[src/hw/rpms_pkg.sv]
// Shared constants, types and the step delay table of the rail power mode sequencer.
package rpms_pkg;

  localparam int RAIL_COUNT = 6;
  localparam int SLOT_W = 4;
  localparam int VSEL_W = 8;
  localparam int BUCK_COUNT = 3;

  // Rail positions in every per-rail vector.
  localparam int RAIL_BUCK1 = 0;
  localparam int RAIL_BUCK2 = 1;
  localparam int RAIL_BUCK3 = 2;
  localparam int RAIL_LDO1 = 3;
  localparam int RAIL_LDO2 = 4;
  localparam int RAIL_LDO3 = 5;

  // Clock and timing.
  localparam int CLK_MHZ = 250;
  localparam int STEP_UNIT_US = 32;
  localparam int STEP_UNIT_CYCLES = STEP_UNIT_US * CLK_MHZ;
  localparam int STARTUP_WINDOW_MS = 100;
  localparam int STARTUP_WINDOW_CYCLES = STARTUP_WINDOW_MS * 1000 * CLK_MHZ;

  // Reset values.
  localparam logic [3:0] STEP_CODE_RESET = 4'h3;
  localparam logic [5:0] HOST_ENABLE_RESET = 6'h1D;
  localparam logic [7:0] VSEL_RESET = 8'h00;

  // Output voltage resolution of each buck, in units of 0.01 mV per code.
  localparam int BUCK1_LSB_10UV = 625;
  localparam int BUCK2_LSB_10UV = 1250;
  localparam int BUCK3_LSB_10UV = 1250;

  typedef enum logic [2:0] {
    RPMS_RESET = 3'b000,
    RPMS_LOAD = 3'b001,
    RPMS_UP = 3'b010,
    RPMS_NORMAL = 3'b011,
    RPMS_DOWN = 3'b100,
    RPMS_STANDBY = 3'b101
  } rpms_state_t;

  typedef enum logic [1:0] {
    RPMS_PWM = 2'b00,
    RPMS_PFM = 2'b01,
    RPMS_AUTO = 2'b10
  } rpms_buck_mode_t;

  // Step delay in 32 us units per code; code 3 gives 128 us, code 15 about 8 ms.
  function automatic logic [8:0] step_units(input logic [3:0] code);
    logic [8:0] units;
    units = 9'h001;
    case (code)
      4'h0: units = 9'h001;
      4'h1: units = 9'h002;
      4'h2: units = 9'h003;
      4'h3: units = 9'h004;
      4'h4: units = 9'h006;
      4'h5: units = 9'h008;
      4'h6: units = 9'h00C;
      4'h7: units = 9'h010;
      4'h8: units = 9'h018;
      4'h9: units = 9'h020;
      4'hA: units = 9'h030;
      4'hB: units = 9'h040;
      4'hC: units = 9'h060;
      4'hD: units = 9'h080;
      4'hE: units = 9'h0C0;
      default: units = 9'h100;
    endcase
    return units;
  endfunction

endpackage

[src/hw/rpms_step_timer.sv]
// Programmable step timer that pulses once per sequencer step.
`timescale 1ns/1ps
`default_nettype none
module rpms_step_timer #(
  parameter int UNIT_CYCLES = rpms_pkg::STEP_UNIT_CYCLES
) (
  input wire logic clk,
  input wire logic rst,
  input wire logic run,
  input wire logic [3:0] code,
  output logic tick
);
  localparam int CW = $clog2(UNIT_CYCLES + 1);
  localparam logic [CW-1:0] UNIT_LAST = CW'(UNIT_CYCLES - 1);

  logic [CW-1:0] unit_cnt;
  logic [8:0] unit_idx;
  wire logic unit_done = (unit_cnt == UNIT_LAST);
  wire logic [8:0] unit_last = rpms_pkg::step_units(code) - 9'h001;

  // Compare with >= so a code lowered mid-step cannot stretch the step.
  assign tick = run && unit_done && (unit_idx >= unit_last);

  always_ff @(posedge clk)
  begin
    if (rst || !run || tick)
    begin
      unit_cnt <= '0;
      unit_idx <= 9'h000;
    end
    else if (unit_done)
    begin
      unit_cnt <= '0;
      unit_idx <= unit_idx + 9'h001;
    end
    else
    begin
      unit_cnt <= unit_cnt + CW'(1);
    end
  end
endmodule // rpms_step_timer
`default_nettype wire

[src/hw/rpms_slot_decode.sv]
// Per-rail decode of sequencer slot assignments against the current step.
`timescale 1ns/1ps
`default_nettype none
module rpms_slot_decode #(
  parameter int RAILS = rpms_pkg::RAIL_COUNT,
  parameter int SW = rpms_pkg::SLOT_W
) (
  input wire logic [SW-1:0] step,
  input wire logic [RAILS*SW-1:0] slots,
  input wire logic [SW-1:0] limit,
  output logic [RAILS-1:0] hit,
  output logic [RAILS-1:0] valid,
  output logic [RAILS-1:0] below
);
  genvar i;
  generate
    for (i = 0; i < RAILS; i = i + 1)
    begin : g_rail
      wire logic [SW-1:0] slot = slots[i*SW +: SW];
      // Slots outside 1..limit-1 are never sequenced and stay under host control.
      assign valid[i] = (slot != '0) && (slot < limit);
      // Every rail sharing the slot is hit at once.
      assign hit[i] = valid[i] && (slot == step);
      assign below[i] = step < slot;
    end
  endgenerate
endmodule // rpms_slot_decode
`default_nettype wire

[src/hw/rail_power_mode_sequencer.sv]
// Power mode control and slot based rail sequencer for a multi-rail supply device.
`timescale 1ns/1ps
`default_nettype none
module rail_power_mode_sequencer #(
  parameter int RAILS = rpms_pkg::RAIL_COUNT,
  parameter int STEP_UNIT_CYCLES = rpms_pkg::STEP_UNIT_CYCLES,
  parameter int STARTUP_WINDOW_CYCLES = rpms_pkg::STARTUP_WINDOW_CYCLES
) (
  input wire logic MCLK,
  input wire logic SRST,
  input wire logic STANDBY_REQUEST,
  input wire logic IO_SUPPLY_RAIL_GOOD,
  input wire logic SHUTDOWN,
  input wire logic CFG_LOAD_DONE,
  input wire logic [3:0] STEP_DELAY_CODE,
  input wire logic [RAILS*rpms_pkg::SLOT_W-1:0] RAIL_STEP_SLOT,
  input wire logic [rpms_pkg::SLOT_W-1:0] DOMAIN1_END,
  input wire logic [rpms_pkg::SLOT_W-1:0] DOMAIN2_END,
  input wire logic [rpms_pkg::SLOT_W-1:0] STEP_LIMIT,
  input wire logic CFG_BUCK1_TWO_PHASE,
  input wire logic [rpms_pkg::BUCK_COUNT*rpms_pkg::VSEL_W-1:0] CFG_BUCK_VSEL,
  input wire logic HOST_ENABLE_WRITE,
  input wire logic [RAILS-1:0] HOST_ENABLE_DATA,
  input wire logic [RAILS-1:0] RAIL_KEEP_IN_STANDBY,
  input wire logic BUCK3_AUTO_SELECT,
  input wire logic [rpms_pkg::BUCK_COUNT-1:0] HOST_VSEL_WRITE,
  input wire logic [rpms_pkg::VSEL_W-1:0] HOST_VSEL_DATA,
  output logic CFG_LOAD_REQ,
  output logic [RAILS-1:0] RAIL_ENABLE,
  output logic [1:0] BUCK1_BANK_ENABLE,
  output logic [1:0] BUCK3_MODE,
  output logic STANDBY_LDO_INPUT_SELECT,
  output logic [rpms_pkg::BUCK_COUNT*rpms_pkg::VSEL_W-1:0] BUCK_VSEL,
  output logic [2:0] SEQ_STATE,
  output logic [rpms_pkg::SLOT_W-1:0] SEQ_STEP,
  output logic [1:0] SEQ_DOMAIN,
  output logic IN_NORMAL,
  output logic IN_STANDBY,
  output logic STARTUP_OVERRUN
);
  localparam int SW = rpms_pkg::SLOT_W;
  localparam int VW = rpms_pkg::VSEL_W;
  localparam int WW = $clog2(STARTUP_WINDOW_CYCLES + 1);
  localparam logic [WW-1:0] WINDOW_LAST = WW'(STARTUP_WINDOW_CYCLES - 1);

  // Pin synchronisers; only the second stage is read.
  logic standby_request_meta;
  logic standby_request_sync;
  logic io_meta;
  logic io_sync;

  rpms_pkg::rpms_state_t state;
  rpms_pkg::rpms_state_t next_state;
  logic [SW-1:0] step;
  logic [SW-1:0] next_step;
  logic [RAILS-1:0] seq_on;
  logic [RAILS-1:0] next_seq_on;
  logic [RAILS-1:0] host_en;
  logic to_reset;
  logic next_to_reset;
  logic [3:0] step_code;
  logic two_phase;
  logic [VW-1:0] vsel [rpms_pkg::BUCK_COUNT];
  logic [WW-1:0] window_cnt;
  logic window_run;
  logic overrun;
  logic [RAILS-1:0] rail_enable;
  logic [1:0] bank_enable;
  logic [1:0] buck3_mode;
  logic ldo1_standby_src;

  always_ff @(posedge MCLK)
  begin
    if (SRST)
    begin
      standby_request_meta <= 1'b0;
      standby_request_sync <= 1'b0;
      io_meta <= 1'b0;
      io_sync <= 1'b0;
    end
    else
    begin
      standby_request_meta <= STANDBY_REQUEST;
      standby_request_sync <= standby_request_meta;
      io_meta <= IO_SUPPLY_RAIL_GOOD;
      io_sync <= io_meta;
    end
  end

  // Step decode: on the way up the decoder looks at the step about to be entered,
  // on the way down at the step about to be left.
  wire logic in_up = (state == rpms_pkg::RPMS_UP);
  wire logic in_down = (state == rpms_pkg::RPMS_DOWN);
  wire logic [SW-1:0] step_inc = step + SW'(1);
  wire logic [SW-1:0] dec_step = in_down ? step : step_inc;
  wire logic [RAILS-1:0] slot_hit;
  wire logic [RAILS-1:0] slot_valid;
  wire logic [RAILS-1:0] slot_below;
  wire logic [RAILS-1:0] cur_below;

  rpms_slot_decode #(
    .RAILS(RAILS),
    .SW(SW)
  ) u_next_decode (
    .step(dec_step),
    .slots(RAIL_STEP_SLOT),
    .limit(STEP_LIMIT),
    .hit(slot_hit),
    .valid(slot_valid),
    .below(slot_below)
  );

  rpms_slot_decode #(
    .RAILS(RAILS),
    .SW(SW)
  ) u_cur_decode (
    .step(step),
    .slots(RAIL_STEP_SLOT),
    .limit(STEP_LIMIT),
    .hit(),
    .valid(),
    .below(cur_below)
  );

  wire logic tick;

  rpms_step_timer #(
    .UNIT_CYCLES(STEP_UNIT_CYCLES)
  ) u_timer (
    .clk(MCLK),
    .rst(SRST),
    .run(in_up || in_down),
    .code(step_code),
    .tick(tick)
  );

  // Keep bits only apply when the descent ends in standby, not in a shutdown.
  wire logic [RAILS-1:0] keep_mask = RAIL_KEEP_IN_STANDBY & {RAILS{~to_reset}};
  wire logic up_last = (step_inc >= STEP_LIMIT) || (step_inc == '0);
  wire logic down_last = (step == '0);
  wire logic start_ok = !standby_request_sync && io_sync && !SHUTDOWN;
  // Rails outside the sequence drop at the start of a descent, unless kept on the way to standby.
  wire logic [RAILS-1:0] down_entry_on = seq_on & ~(~slot_valid & ~RAIL_KEEP_IN_STANDBY);
  wire logic [RAILS-1:0] shut_entry_on = seq_on & slot_valid;

  always_comb
  begin
    next_state = state;
    next_step = step;
    next_seq_on = seq_on;
    next_to_reset = to_reset;
    unique case (state)
      rpms_pkg::RPMS_RESET:
      begin
        next_step = '0;
        next_seq_on = '0;
        next_to_reset = 1'b0;
        if (start_ok)
        begin
          next_state = rpms_pkg::RPMS_LOAD;
        end
      end
      rpms_pkg::RPMS_LOAD:
      begin
        if (CFG_LOAD_DONE)
        begin
          next_state = rpms_pkg::RPMS_UP;
        end
      end
      rpms_pkg::RPMS_UP:
      begin
        if (SHUTDOWN)
        begin
          next_state = rpms_pkg::RPMS_DOWN;
          next_to_reset = 1'b1;
          next_seq_on = shut_entry_on;
        end
        else if (standby_request_sync)
        begin
          next_state = rpms_pkg::RPMS_DOWN;
          next_seq_on = down_entry_on;
        end
        else if (tick && up_last)
        begin
          // Host controlled rails join once the sequence is complete.
          next_state = rpms_pkg::RPMS_NORMAL;
          next_seq_on = seq_on | ~slot_valid;
        end
        else if (tick)
        begin
          // A slot with no rail only spends one step delay.
          next_step = step_inc;
          next_seq_on = seq_on | slot_hit;
        end
      end
      rpms_pkg::RPMS_NORMAL:
      begin
        if (SHUTDOWN)
        begin
          next_state = rpms_pkg::RPMS_DOWN;
          next_to_reset = 1'b1;
          next_seq_on = shut_entry_on;
        end
        else if (standby_request_sync)
        begin
          next_state = rpms_pkg::RPMS_DOWN;
          next_seq_on = down_entry_on;
        end
      end
      rpms_pkg::RPMS_DOWN:
      begin
        if (!to_reset && !standby_request_sync)
        begin
          next_state = rpms_pkg::RPMS_UP;
        end
        else if (tick)
        begin
          next_seq_on = seq_on & ~(slot_hit & ~keep_mask);
          if (down_last)
          begin
            // A shutdown from standby starts at step zero, so kept rails drop here.
            if (to_reset)
            begin
              next_seq_on = '0;
            end
            next_state = to_reset ? rpms_pkg::RPMS_RESET : rpms_pkg::RPMS_STANDBY;
          end
          else
          begin
            next_step = step - SW'(1);
          end
        end
      end
      rpms_pkg::RPMS_STANDBY:
      begin
        if (SHUTDOWN)
        begin
          next_state = rpms_pkg::RPMS_DOWN;
          next_to_reset = 1'b1;
        end
        else if (!standby_request_sync)
        begin
          next_state = rpms_pkg::RPMS_UP;
        end
      end
      default:
      begin
        next_state = rpms_pkg::RPMS_RESET;
      end
    endcase
  end

  // Reset state clears the host settings too, as a full restart would.
  wire logic host_reset = SRST || (state == rpms_pkg::RPMS_RESET);
  wire logic cfg_take = (state == rpms_pkg::RPMS_LOAD) && CFG_LOAD_DONE;

  always_ff @(posedge MCLK)
  begin
    if (SRST)
    begin
      state <= rpms_pkg::RPMS_RESET;
      step <= '0;
      seq_on <= '0;
      to_reset <= 1'b0;
    end
    else
    begin
      state <= next_state;
      step <= next_step;
      seq_on <= next_seq_on;
      to_reset <= next_to_reset;
    end
  end

  always_ff @(posedge MCLK)
  begin
    if (host_reset)
    begin
      host_en <= rpms_pkg::HOST_ENABLE_RESET;
    end
    else if (HOST_ENABLE_WRITE)
    begin
      host_en <= HOST_ENABLE_DATA;
    end
  end

  always_ff @(posedge MCLK)
  begin
    if (host_reset)
    begin
      step_code <= rpms_pkg::STEP_CODE_RESET;
      two_phase <= 1'b0;
    end
    else if (cfg_take)
    begin
      step_code <= STEP_DELAY_CODE;
      two_phase <= CFG_BUCK1_TWO_PHASE;
    end
  end

  // Host writes in the same cycle as the settings load lose to the load.
  genvar b;
  generate
    for (b = 0; b < rpms_pkg::BUCK_COUNT; b = b + 1)
    begin : g_vsel
      always_ff @(posedge MCLK)
      begin
        if (host_reset)
        begin
          vsel[b] <= rpms_pkg::VSEL_RESET;
        end
        else if (cfg_take)
        begin
          vsel[b] <= CFG_BUCK_VSEL[b*VW +: VW];
        end
        else if (HOST_VSEL_WRITE[b])
        begin
          vsel[b] <= HOST_VSEL_DATA;
        end
      end
      assign BUCK_VSEL[b*VW +: VW] = vsel[b];
    end
  endgenerate

  // Kept buck3 and LDO1 sit in their low power form while the sequence is below their slot.
  wire logic in_standby_st = (state == rpms_pkg::RPMS_STANDBY);
  wire logic parked_zone = in_standby_st || in_up || in_down;
  wire logic [RAILS-1:0] parked = keep_mask & {RAILS{parked_zone}}
                                  & (cur_below | {RAILS{in_standby_st}});
  wire logic [RAILS-1:0] next_rail_enable = next_seq_on & host_en;
  wire logic b1_on = next_rail_enable[rpms_pkg::RAIL_BUCK1];
  wire logic [1:0] next_bank = b1_on ? {two_phase, 1'b1} : 2'b00;
  wire logic [1:0] next_b3_mode = parked[rpms_pkg::RAIL_BUCK3] ? rpms_pkg::RPMS_PFM
                                  : (BUCK3_AUTO_SELECT ? rpms_pkg::RPMS_AUTO
                                  : rpms_pkg::RPMS_PWM);
  wire logic next_ldo1_src = parked[rpms_pkg::RAIL_LDO1];

  always_ff @(posedge MCLK)
  begin
    if (SRST)
    begin
      rail_enable <= '0;
      bank_enable <= 2'b00;
      buck3_mode <= rpms_pkg::RPMS_PWM;
      ldo1_standby_src <= 1'b0;
    end
    else
    begin
      rail_enable <= next_rail_enable;
      bank_enable <= next_bank;
      buck3_mode <= next_b3_mode;
      ldo1_standby_src <= next_ldo1_src;
    end
  end

  // Start-up window is measured from the end of the settings load or from leaving standby until normal mode.
  wire logic up_start = (cfg_take || (in_standby_st && next_state == rpms_pkg::RPMS_UP));

  always_ff @(posedge MCLK)
  begin
    if (SRST)
    begin
      window_cnt <= '0;
      window_run <= 1'b0;
      overrun <= 1'b0;
    end
    else if (up_start)
    begin
      window_cnt <= '0;
      window_run <= 1'b1;
      overrun <= 1'b0;
    end
    else if (state == rpms_pkg::RPMS_NORMAL || state == rpms_pkg::RPMS_RESET)
    begin
      window_run <= 1'b0;
    end
    else if (window_run && window_cnt == WINDOW_LAST)
    begin
      overrun <= 1'b1;
      window_run <= 1'b0;
    end
    else if (window_run)
    begin
      window_cnt <= window_cnt + WW'(1);
    end
  end

  // Domain of the current step; a misordered pointer set makes this meaningless.
  wire logic [1:0] domain = (step == '0) ? 2'h0
                            : (step <= DOMAIN1_END) ? 2'h1
                            : (step <= DOMAIN2_END) ? 2'h2 : 2'h3;

  assign CFG_LOAD_REQ = (state == rpms_pkg::RPMS_LOAD);
  assign RAIL_ENABLE = rail_enable;
  assign BUCK1_BANK_ENABLE = bank_enable;
  assign BUCK3_MODE = buck3_mode;
  assign STANDBY_LDO_INPUT_SELECT = ldo1_standby_src;
  assign SEQ_STATE = state;
  assign SEQ_STEP = step;
  assign SEQ_DOMAIN = domain;
  assign IN_NORMAL = (state == rpms_pkg::RPMS_NORMAL);
  assign IN_STANDBY = in_standby_st;
  assign STARTUP_OVERRUN = overrun;
endmodule // rail_power_mode_sequencer
`default_nettype wire

[config.mk]
export PLATFORM = sky130hd
export DESIGN_NAME = rail_power_mode_sequencer
export DESIGN_NICKNAME = d
export VERILOG_FILES = /design/src/hw/rpms_pkg.sv /design/src/hw/rpms_step_timer.sv /design/src/hw/rpms_slot_decode.sv /design/src/hw/rail_power_mode_sequencer.sv
export SDC_FILE = /design/constraint.sdc
export NUM_CORES = 1
export LEC_CHECK = 0
export BUFFER_PORTS_ARGS = -buffer_cell sky130_fd_sc_hd__buf_4
export CAP_MARGIN = 40
export CORE_UTILIZATION = 25
export DETAILED_ROUTE_END_ITERATION = 16
export PLACE_DENSITY_LB_ADDON = 0.15
export SETUP_SLACK_MARGIN = 0.5
export SLEW_MARGIN = 25
export SYNTH_ARGS = -nofsm -noshare
export SYNTH_HDL_FRONTEND = slang
export SYNTH_HIERARCHICAL = 1
export SYNTH_SLANG_ARGS = --single-unit
[constraint.sdc]
create_clock -name MCLK -period 5.2 [get_ports MCLK]
set_clock_uncertainty 0.1 [all_clocks]
set_input_delay 0.78 -clock MCLK [delete_from_list [all_inputs] [get_ports MCLK]]
set_output_delay 0.78 -clock MCLK [all_outputs]
set_load 0.05 [all_outputs]
==> results.md <==
- Status: completed
- First-pass detailed-route iteration total: 6
- Syn Inst Count: 870
- Yosys Warn Count: 6
- CTS Hold Bufs: 0
- Layout cells sized above 1: between 20% and 30%
- Pre-CTS setup slack: about 0.42 ns
- Initial antenna violation count: 0
- Chip Height: 174 um
- Antenna-violating nets left: 0
- Vias per cell: roughly 4.7
- Vias in the first global route: roughly 6.4k
- Final WS setup: approximately 0.8 ns
- Drt drc: 0
- RSZ-0062 raised after global routing: false
- CP max FO: 8
- Drt wl/cell: between 15 and 20 um
- Later-pin clock latency in the skew report: approximately 0.36 ns
- Core Region: ~29000 um2
- Worst reg-to-reg setup slack: between 0.7 and 0.8 ns
- Clock Sinks: between 100 and 150
- Pleak: slightly below 4 nW
- Non-filler cells, final: roughly 1.4k
- Final Hold Fails: 0
- Setup Crit Path Kind: reg2reg
- Fin crit period: ~4.4 ns
- Type of the most critical hold path: reg2reg
- Pin count of the biggest net entering global routing: 25
- Relative slew slack: between 40 and 50%
- Post-Route WL: ~22 mm
- DIE WIDTH: roughly 170 um
- Crit path arrival time: 4.60 ns
- Global Route Usage Sum: around 15%
- F_max: about 230 MHz
- PortBufs: around 140
- Max-cap viol count: 0
- Slew Viols, Final: 0
- Final Cycle Share: between 80% and 90%
- CTS clk-pin slew, worst paths: 0.08 ns
- TritonCTS clock tree: done
- # IOs: 144
- Vias: around 6.6k
- Area grow syn2layout: 25.5%
- WP data required: between 5 and 6 ns
- Cell count after placement: around 1.4k
- Initial core utilization: 25.5%
- Clock tree buffer depth: 2
- Crit. End Element: flip-flop
- GPL Wtd Cong: a little under 0.8
- Syn avg cell area: 8.47 um2
- Num CTS Buffers: 9
- Antenna cell count: 0
- VDD IR max: 152 uV
- Worst-Margin Slew: 0.844 ns
- Nets: roughly 1.2k
- Fin Setup TNS: 0 ns
- Element type at the critical path start: flip-flop
- Detail Placement HPWL: approximately 17 mm
- DIE AREA: 30200 um2
- Cell row count: 62
- H-Tree Depth: 3
- First-pass GRT wire length: approximately 35 mm
- Mapped Area: 7370 um2
- Clk root buf: clkbuf_16
- Syn_nets: approximately 1.0k
- GRT overflow: 0
- Cell Pwr Density: ~200 nW/um2
- # setup viols final: 0
- 1st-iter DRT viols: ~260
registers in the layout, summed over array words and instances (netlist names), 2 cells and up:
register	flops
host_en	6
SEQ_STATE	3
window_cnt	25
u_timer/unit_cnt	13
vsel	24
RAIL_ENABLE	6
seq_on	6
BUCK3_MODE	2
step_code	4
u_timer/unit_idx	9
SEQ_STEP	4
power by group:
| group | internal [mW] | switching (mW) |
|---|---|---|
| Sequential | 0.890 | 0.00419 |
| Combinational | 0.0993 | 0.128 |
| Clock | 0.377 | 0.337 |
path summary, 6_finish.rpt:
kind | from | endpoint | depth (start not counted)
hold reg to reg | io_meta | io_sync | 1
hold / removal | io_meta | io_sync | 1
setup / recovery | step_code[0] | SEQ_STEP[3] | 21
setup reg to reg | step_code[0] | SEQ_STEP[3] | 21
per-stage QoR:
step	power [mW]	cell area [um2]	hold WS, ns	util, %
finish	1.84	9250	0.350	32.0
global route	1.93	9250	0.357	32.0
CTS	1.87	9180	0.355	31.8
detailed placement	1.14	8880	0.335	30.8
global placement	1.14	8850	0.338	30.7
floorplan	1.03	7370	0.314	-
metal layers:
metal	vias up	track usage [%]	part of all wire (%)
met1	3122	19.2	48
met3	13	2.02	2.3
met2	88	25.3	48
li1	3399	-	-
met4	0	3.18	1.2
met5	-	0	0
cell type report:
class	count	area [um2]
clock buffers	10	229
clock inverters	6	65.1
fillers	3094	19600
inverters	57	214
multi-input cells	668	4550
flip-flops and latches	112	2480
well taps	384	480
repair buffers	162	1220
repair_timing:
action                     CTS  global route
resized for setup            1            14
pin swaps                    0             2
hold endpoints to repair     0             0
setup endpoints to repair    3            10
setup buffers                0             2
cell usage in the layout, fill, tap and decap left out, types with 12 or more instances in the layout:
master and count:
buf_4 159, nor2_1 95, dfxtp_1 87, nand2_1 80
ha_1 77, a21oi_1 58, inv_1 55, nand3_1 34
o21ai_0 33, a22o_1 25, edfxtp_1 24, xor2_1 22
nand4_1 22, xnor2_1 17, and3_1 14, nor2b_1 13
o211ai_1 12
critical path: stages, from the launching register on:
cell and delay, ns:
dfxtp_1 0.33, inv_1 0.11, ha_4 0.33, nand2_1 0.06, a21o_1 0.18, ha_1 0.21
o211ai_1 0.19, a21oi_2 0.09, a211oi_1 0.24, a21oi_1 0.07, ha_1 0.29, nand4_1 0.10
nor2_1 0.15, a211oi_2 0.11, nor3b_2 0.29, o21ai_1 0.13, or3_1 0.34, a21oi_2 0.17
and3_1 0.22, nand3_4 0.13, a221o_1 0.39, a21oi_1 0.13
Note: power is estimated with default switching activity, not from simulation.
